<file path="config.mk">
export PLATFORM = sky130hd
export DESIGN_NAME = qio_port
export DESIGN_NICKNAME = d
export VERILOG_FILES = /design/src/pkg/qio_pkg.sv /design/src/logic/qio_sync.sv /design/src/logic/qio_port.sv
export SDC_FILE = /design/constraint.sdc
export NUM_CORES = 1
export LEC_CHECK = 0
export BUFFER_PORTS_ARGS = -buffer_cell sky130_fd_sc_hd__buf_2
export CAP_MARGIN = 15
export CORE_MARGIN = 3
export CORE_UTILIZATION = 40
export DETAILED_ROUTE_END_ITERATION = 8
export PLACE_DENSITY = 0.63
export SKIP_LAST_GASP = 1
export SLEW_MARGIN = 25
export SYNTH_ARGS = -nofsm -noshare
export SYNTH_HDL_FRONTEND = slang
export SYNTH_SLANG_ARGS = --single-unit
</file>
<file path="constraint.sdc">
create_clock -name clock -period 2.1 [get_ports clock]
set_clock_uncertainty 0.05 [all_clocks]
set_input_delay 0 -clock clock [delete_from_list [all_inputs] [get_ports clock]]
set_output_delay 0 -clock clock [all_outputs]
set_load 0.03 [all_outputs]
</file>
<file path="src/pkg/qio_pkg.sv">
// Constants and carrier types for the four-pin chip-select port.
package qio_pkg;

	// ----------------------------------------------------------------
	// Special function register offsets.
	// ----------------------------------------------------------------
	localparam logic [7:0] QIO_ADDR_DATA = 8'he8;
	localparam logic [7:0] QIO_ADDR_MODE_A = 8'ha2;
	localparam logic [7:0] QIO_ADDR_MODE_B = 8'ha3;
	localparam logic [7:0] QIO_ADDR_POLARITY = 8'hae;
	localparam logic [7:0] QIO_ADDR_BASE_LOW0 = 8'ha4;
	localparam logic [7:0] QIO_ADDR_BASE_HIGH0 = 8'ha5;
	localparam logic [7:0] QIO_ADDR_STEP = 8'h02;

	// ----------------------------------------------------------------
	// Field positions and reset values.
	// ----------------------------------------------------------------
	localparam int QIO_PINS = 4;
	localparam int QIO_FIELD_W = 4;
	localparam int QIO_MODE_LSB = 2;
	localparam int QIO_INV_LSB = 4;
	localparam int QIO_IRQ3_PIN = 2;
	localparam int QIO_IRQ2_PIN = 3;
	localparam logic [3:0] QIO_DATA_RESET = 4'hf;
	localparam logic [7:0] QIO_CTRL_RESET = 8'h00;
	localparam logic [15:0] QIO_BASE_RESET = 16'h0000;

	// Operating mode of one pin.
	typedef enum logic [1:0] {
		QIO_MODE_GPIO = 2'h0,
		QIO_MODE_RD = 2'h1,
		QIO_MODE_WR = 2'h2,
		QIO_MODE_RDWR = 2'h3
	} qio_mode_t;

	// Special function register access from the core.
	typedef struct packed {
		logic [7:0] addr;
		logic wr;
		logic rd;
		logic [7:0] wdata;
	} qio_sfr_t;

	// External memory cycle seen by the core, strobes active low.
	typedef struct packed {
		logic [15:0] addr;
		logic rd_n;
		logic wr_n;
	} qio_xbus_t;

endpackage : qio_pkg

</file>
<file path="src/logic/qio_sync.sv">
// Two-flop synchroniser for pin levels entering the core clock domain.
`timescale 1ns/1ps
module qio_sync #(
	parameter int WIDTH = 4
) (
	// Clock and reset.
	input wire logic clock,
	input wire logic rstn,
	// Asynchronous levels and their synchronised copies.
	input wire logic [WIDTH-1:0] async_in,
	output logic [WIDTH-1:0] sync_out
);

	logic [WIDTH-1:0] meta_reg;

	// The first stage feeds only the second; nothing else looks at it.
	always_ff @(posedge clock or negedge rstn) begin
		if (!rstn) begin
			meta_reg <= '1;
			sync_out <= '1;
		end else begin
			meta_reg <= async_in;
			sync_out <= meta_reg;
		end
	end

endmodule : qio_sync

</file>
<file path="src/logic/qio_port.sv">
// Four-pin port with general I/O and address-decoded chip-select strobes.
//
// What this block does
// - Four-pin port data at fixed address, per-pin config.
// - Four modes per pin from two mode registers.
// - Mode zero: quasi-bidirectional I/O driving latched data.
// - Mode zero pins 2, 3 feed interrupts three, two.
// - Mode one: read strobe on matching address.
// - Mode two: write strobe on matching address.
// - Mode three: strobe on read or write match.
// - Per-pin 16-bit base from high and low bytes.
// - Low address lines maskable from the comparison.
// - Per-pin invert bit flips strobe polarity; pin0 bit4.
// - External write in range strobes for whole access.
// - Data writes reach only general I/O pins.
`timescale 1ns/1ps
module qio_port (
	// Clock and reset.
	input wire logic clock,
	input wire logic rstn,
	// Special function register access.
	input wire qio_pkg::qio_sfr_t sfr,
	output logic [7:0] sfr_rdata,
	// External memory cycle of the core.
	input wire qio_pkg::qio_xbus_t xbus,
	// Interrupt enables from the interrupt controller.
	input wire logic ext_irq_two_en,
	input wire logic ext_irq_three_en,
	// Port pins.
	input wire logic [3:0] pin_in,
	output logic [3:0] pin_out,
	output logic [3:0] pin_oe,
	// Interrupt request levels, active low as on the pins.
	output logic ext_irq_two_n,
	output logic ext_irq_three_n
);

	// ----------------------------------------------------------------
	// Register state.
	// ----------------------------------------------------------------
	logic [3:0] data_reg;
	logic [3:0] data_next;
	logic [7:0] mode_a_reg;
	logic [7:0] mode_b_reg;
	logic [7:0] polarity_reg;
	logic [15:0] base_reg [qio_pkg::QIO_PINS];
	logic [3:0] pin_sync;
	logic [3:0] gpio_sel;
	logic [3:0] strobe_act;
	logic [15:0] mode_word;
	logic hit_data;
	logic hit_mode_a;
	logic hit_mode_b;
	logic hit_polarity;
	logic [3:0] hit_low;
	logic [3:0] hit_high;
	logic [7:0] rd_mux;
	logic [7:0] rd_base;
	logic xrd;
	logic xwr;

	// Pin levels enter through two flops before any logic reads them.
	qio_sync #(.WIDTH(4)) u_sync (
		.clock(clock),
		.rstn(rstn),
		.async_in(pin_in),
		.sync_out(pin_sync)
	);

	// ----------------------------------------------------------------
	// Address decode.
	// ----------------------------------------------------------------
	assign hit_data = (sfr.addr == qio_pkg::QIO_ADDR_DATA);
	assign hit_mode_a = (sfr.addr == qio_pkg::QIO_ADDR_MODE_A);
	assign hit_mode_b = (sfr.addr == qio_pkg::QIO_ADDR_MODE_B);
	assign hit_polarity = (sfr.addr == qio_pkg::QIO_ADDR_POLARITY);
	assign mode_word = {mode_b_reg, mode_a_reg};
	assign xrd = ~xbus.rd_n;
	assign xwr = ~xbus.wr_n;

	// ----------------------------------------------------------------
	// Per-pin mode, comparator and strobe.
	// ----------------------------------------------------------------
	genvar gi;
	generate
		for (gi = 0; gi < qio_pkg::QIO_PINS; gi++) begin : g_pin
			localparam logic [7:0] OFS = 8'(gi) * qio_pkg::QIO_ADDR_STEP;
			wire [3:0] field = mode_word[gi*qio_pkg::QIO_FIELD_W +: qio_pkg::QIO_FIELD_W];
			wire qio_pkg::qio_mode_t mode = qio_pkg::qio_mode_t'(field[3:2]);
			wire [1:0] mask_code = field[1:0];
			// Masked low lines respond to 1, 2, 4 or 8 consecutive addresses.
			wire [15:0] care = (mask_code == 2'h0) ? 16'hffff :
				(mask_code == 2'h1) ? 16'hfffe :
				(mask_code == 2'h2) ? 16'hfffc : 16'hfff8;
			wire match = ((xbus.addr ^ base_reg[gi]) & care) == 16'h0000;
			wire rd_en = (mode == qio_pkg::QIO_MODE_RD) || (mode == qio_pkg::QIO_MODE_RDWR);
			wire wr_en = (mode == qio_pkg::QIO_MODE_WR) || (mode == qio_pkg::QIO_MODE_RDWR);
			// Strobe follows the core strobe for as long as it stays low.
			assign strobe_act[gi] = match & ((rd_en & xrd) | (wr_en & xwr));
			assign gpio_sel[gi] = (mode == qio_pkg::QIO_MODE_GPIO);
			assign hit_low[gi] = (sfr.addr == qio_pkg::QIO_ADDR_BASE_LOW0 + OFS);
			assign hit_high[gi] = (sfr.addr == qio_pkg::QIO_ADDR_BASE_HIGH0 + OFS);

			// Base comparator value loaded a byte at a time.
			always_ff @(posedge clock or negedge rstn) begin
				if (!rstn) begin
					base_reg[gi] <= qio_pkg::QIO_BASE_RESET;
				end else if (sfr.wr && hit_low[gi]) begin
					base_reg[gi][7:0] <= sfr.wdata;
				end else if (sfr.wr && hit_high[gi]) begin
					base_reg[gi][15:8] <= sfr.wdata;
				end
			end

			// Pin drive: strobe pins drive both levels, I/O pins only pull low.
			always_ff @(posedge clock or negedge rstn) begin
				if (!rstn) begin
					pin_out[gi] <= 1'b1;
					pin_oe[gi] <= 1'b0;
				end else if (gpio_sel[gi]) begin
					pin_out[gi] <= data_reg[gi];
					pin_oe[gi] <= ~data_reg[gi];
				end else begin
					// Idle level high unless inverted, so the strobe is active low.
					pin_out[gi] <= ~strobe_act[gi] ^ polarity_reg[qio_pkg::QIO_INV_LSB + gi];
					pin_oe[gi] <= 1'b1;
				end
			end
		end
	endgenerate

	// ----------------------------------------------------------------
	// Data latch: only general I/O bits take a write.
	// ----------------------------------------------------------------
	assign data_next = (sfr.wr && hit_data) ?
		((sfr.wdata[3:0] & gpio_sel) | (data_reg & ~gpio_sel)) : data_reg;

	always_ff @(posedge clock or negedge rstn) begin
		if (!rstn) begin
			data_reg <= qio_pkg::QIO_DATA_RESET;
		end else begin
			data_reg <= data_next;
		end
	end

	// Mode and polarity control registers.
	always_ff @(posedge clock or negedge rstn) begin
		if (!rstn) begin
			mode_a_reg <= qio_pkg::QIO_CTRL_RESET;
			mode_b_reg <= qio_pkg::QIO_CTRL_RESET;
			polarity_reg <= qio_pkg::QIO_CTRL_RESET;
		end else begin
			if (sfr.wr && hit_mode_a) begin
				mode_a_reg <= sfr.wdata;
			end
			if (sfr.wr && hit_mode_b) begin
				mode_b_reg <= sfr.wdata;
			end
			if (sfr.wr && hit_polarity) begin
				polarity_reg <= sfr.wdata;
			end
		end
	end

	// ----------------------------------------------------------------
	// Read path and interrupt inputs.
	// ----------------------------------------------------------------
	// I/O pins read the pin level; strobe pins read back the latch.
	assign rd_base = hit_low[0] ? base_reg[0][7:0] : hit_high[0] ? base_reg[0][15:8] :
		hit_low[1] ? base_reg[1][7:0] : hit_high[1] ? base_reg[1][15:8] :
		hit_low[2] ? base_reg[2][7:0] : hit_high[2] ? base_reg[2][15:8] :
		hit_low[3] ? base_reg[3][7:0] : hit_high[3] ? base_reg[3][15:8] : 8'h00;
	assign rd_mux = hit_data ? {4'h0, (pin_sync & gpio_sel) | (data_reg & ~gpio_sel)} :
		hit_mode_a ? mode_a_reg :
		hit_mode_b ? mode_b_reg :
		hit_polarity ? polarity_reg : rd_base;

	always_ff @(posedge clock or negedge rstn) begin
		if (!rstn) begin
			sfr_rdata <= 8'h00;
			ext_irq_two_n <= 1'b1;
			ext_irq_three_n <= 1'b1;
		end else begin
			sfr_rdata <= sfr.rd ? rd_mux : 8'h00;
			// Interrupt inputs are only live on I/O pins that have them enabled.
			ext_irq_three_n <= ~(ext_irq_three_en && gpio_sel[qio_pkg::QIO_IRQ3_PIN] &&
				!pin_sync[qio_pkg::QIO_IRQ3_PIN]);
			ext_irq_two_n <= ~(ext_irq_two_en && gpio_sel[qio_pkg::QIO_IRQ2_PIN] &&
				!pin_sync[qio_pkg::QIO_IRQ2_PIN]);
		end
	end

endmodule : qio_port

</file>
==> results.yml <==
timing:
  relSlewSlack_pct: 59.59
  fmax_mhz: 504.4
  rsz0062_at_grt: "false"
  period_minus_slack_ns: 1.982
  slew_violations: 0
  post-route-period-util_pct: 94.40
  setup_viol: 0
  tns_ns: 0
  fin_ws_ns: 0.1175
  worstMarginPinSlew_ns: 0.6007
  whs_ns: 0.02521
  hold_viol_final: 0
placement:
  hpwl_mm: 14.17
  pre_cts_ws_ns: 0.1270
  place_area_um2: 7008
  portBuffers: 61
  gp_congestion: 0.9536
  place_inst: 798
power:
  clkPwrFrac_pct: 47.8
  swShare_pct: 25.01
  total_switching_power_mw: 1.529
  power.density_nw_per_um2: 789.2
  leakage_nw: 3.585
  seqPwrFrac_pct: 40.9
  p_comb_share_pct: 11.3
  max-vdd-ir-drop_mv: 0.5918
  p_int_mw: 4.584
critical_path:
  crit_path_max_incr_delay_ns: 0.44
  cp_slowest_cell: "or4_4"
  crit_buf_inv: 0
  critPathMaxFanout: 3
  crit_start: "base_reg[12]"
  path_cells: "xnor2_1, o2111ai_1, or4_4, o31a_1, o31ai_1"
  critPathTopFamily: "compound AO/OA/AOI/OAI gates"
  worstSetupEndpointType: "register"
  crit_required_ns: 2.38
  r2r-start: "base_reg[12]"
  worstPathArrival_ns: 2.27
  cp-start-kind: "register"
  worstSetupPathType: "reg -> reg"
finish:
  drive_above_1_share_pct: 40.19
  n_antenna_cell: 0
  area_growth_pct: 21.46
  fin_nets: 663
  instances_no_fill: 843
  design_area_um2: 7746
  final_common_cell: "dfrtp_1"
  largest_reg_flops: 64
  final_cell_mix: "dfrtp_1 (100), mux2_2 (96), buf_2 (60)"
worst_hold_path:
  worst_hold_path_type: "in -> reg"
  min-delay-start: "sfr[3]"
floorplanning:
  core_area_um2: 15430
  rows: 45
  ios: 62
  die_h_um: 132.3
  die_area_um2: 17490
  initial_core_util_pct: 41.34
  fp.dieW_um: 132.3
global_route:
  grt_pass1_vias: 4931
  grt_pass1_wl_mm: 29.77
  grt_max_degree: 46
  globalRouteOverflowTotal: 0
  globalRouteTotalUtil_pct: 22.54
  grt_antenna_before_repair: 0
clock_network:
  cts_setup_buffers: 0
  clk_path_buf_depth: 2
  cts_tree: "built"
  cts.sinks: 118
  htreeDepth: 4
  cts_root_buf: "clkbuf_16"
  clock_latency_ns: 0.43
  numCtsBuffers: 17
  clk_pin_slew_worst_paths_ns: 0.05
route:
  drt_wl_total_mm: 19.08
  via_per_inst: 5.724
  wl_per_cell_um: 22.63
  drc: 0
  drtAntennaViolNets: 0
  drtIter0Drc: 563
  dr.pass1.iters: 5
  vias: 4825
synth:
  synth_fp_nets: 574
  synth_area_um2: 6377
  synth_seq_cells: 118
  synthArstFlopShare_pct: 100.0
  synth_edf_count: 0
  yosysSeqAreaShare_pct: 46.65
  netlist_instances: 530
  yosysWarnings: 0
  yosysUniqueCellTypes: 69
  avgSynthCellArea_um2: 12.03
  yosys_most_used_dff: "dfrtp_1"
status:
  outcome: "completed"
flow_run:
  maxCapViolCount: 0
-- final timing paths --
check,to,slack [ns],cells past startpoint
setup / recovery,pin_out[3],0.12,5
hold / removal,base_reg[51],0.03,2
setup reg to reg,pin_out[3],0.12,5
hold reg to reg,u_sync.sync_out[1],0.31,0
max in group asynchronous,async pin,1.22,3
min in group asynchronous,base_reg[13],0.06,2
-- routing by layer --
metal | up-vias | GRT usage, % | wire (um)
li1 | 2138 | - | -
met1 | 2381 | 30.86 | 8220
met2 | 259 | 33.67 | 8511
met3 | 47 | 7.099 | 1707
met4 | 0 | 8.487 | 642
met5 | - | 0 | 0
-- power by group through the flow --
stage,Sequential (mW),Clock (mW),Combinational [mW]
4_1_cts,2.50,2.96,0.689
3_3_place_gp,2.53,0,0.658
2_1_floorplan,2.54,0,0.361
5_1_grt,2.51,3.07,0.750
6_report,2.50,2.92,0.693
3_5_place_dp,2.54,0,0.667
-- Yosys cell counts (6+ instances only) --
cell type	n	area (um2)
a21oi_1	13	65.06
a221oi_1	6	52.55
buf_2	9	45.04
clkbuf_1	11	41.29
dfrtp_1	100	2502
dfstp_2	18	473.0
inv_1	6	22.52
mux2_2	96	1081
mux2i_1	9	90.09
mux4_2	6	135.1
nand2_1	21	78.83
nand2b_1	10	62.56
nand3_1	10	50.05
nor2_1	17	63.81
nor2b_1	6	37.54
nor4_1	14	87.58
o21ai_0	15	75.07
o22ai_1	6	37.54
xnor2_1	17	148.9
xor2_1	47	411.6
-- layout make-up --
type / count / area, um2
Tap cell: 211 / 264.0
Fill cell: 1407 / 7681
Inverter: 6 / 22.52
Multi-Input combinational cell: 379 / 3252
Clock buffer: 24 / 501.7
Timing Repair Buffer: 97 / 635.6
Sequential cell: 118 / 2975
Clock inverter: 8 / 95.09
-- through the flow --
step	util, %	total power [mW]
after floorplan	-	2.903
after global placement	45.43	3.190
after detailed placement	45.43	3.203
after CTS	50.14	6.152
after global routing	50.21	6.334
final	50.21	6.113
-- kinds of logic after synthesis --
family | count (synthesis) | share of synthesized area (%)
and+or+nand+nor | 124 | 12.60
xor gates and xnor gates | 64 | 8.789
AOI/OAI and AO/OA | 78 | 8.594
muxes | 113 | 20.84
buffers and inverters | 33 | 2.531
DFF | 118 | 46.65
-- timing repair --
action                                  in CTS  in global routing
hold buffers                                13                  0
endpoints found under the setup margin       0                 17
endpoints found under the hold margin       79                  0
gates resized for setup                      0                  2
(Power assumes the default switching activity.)
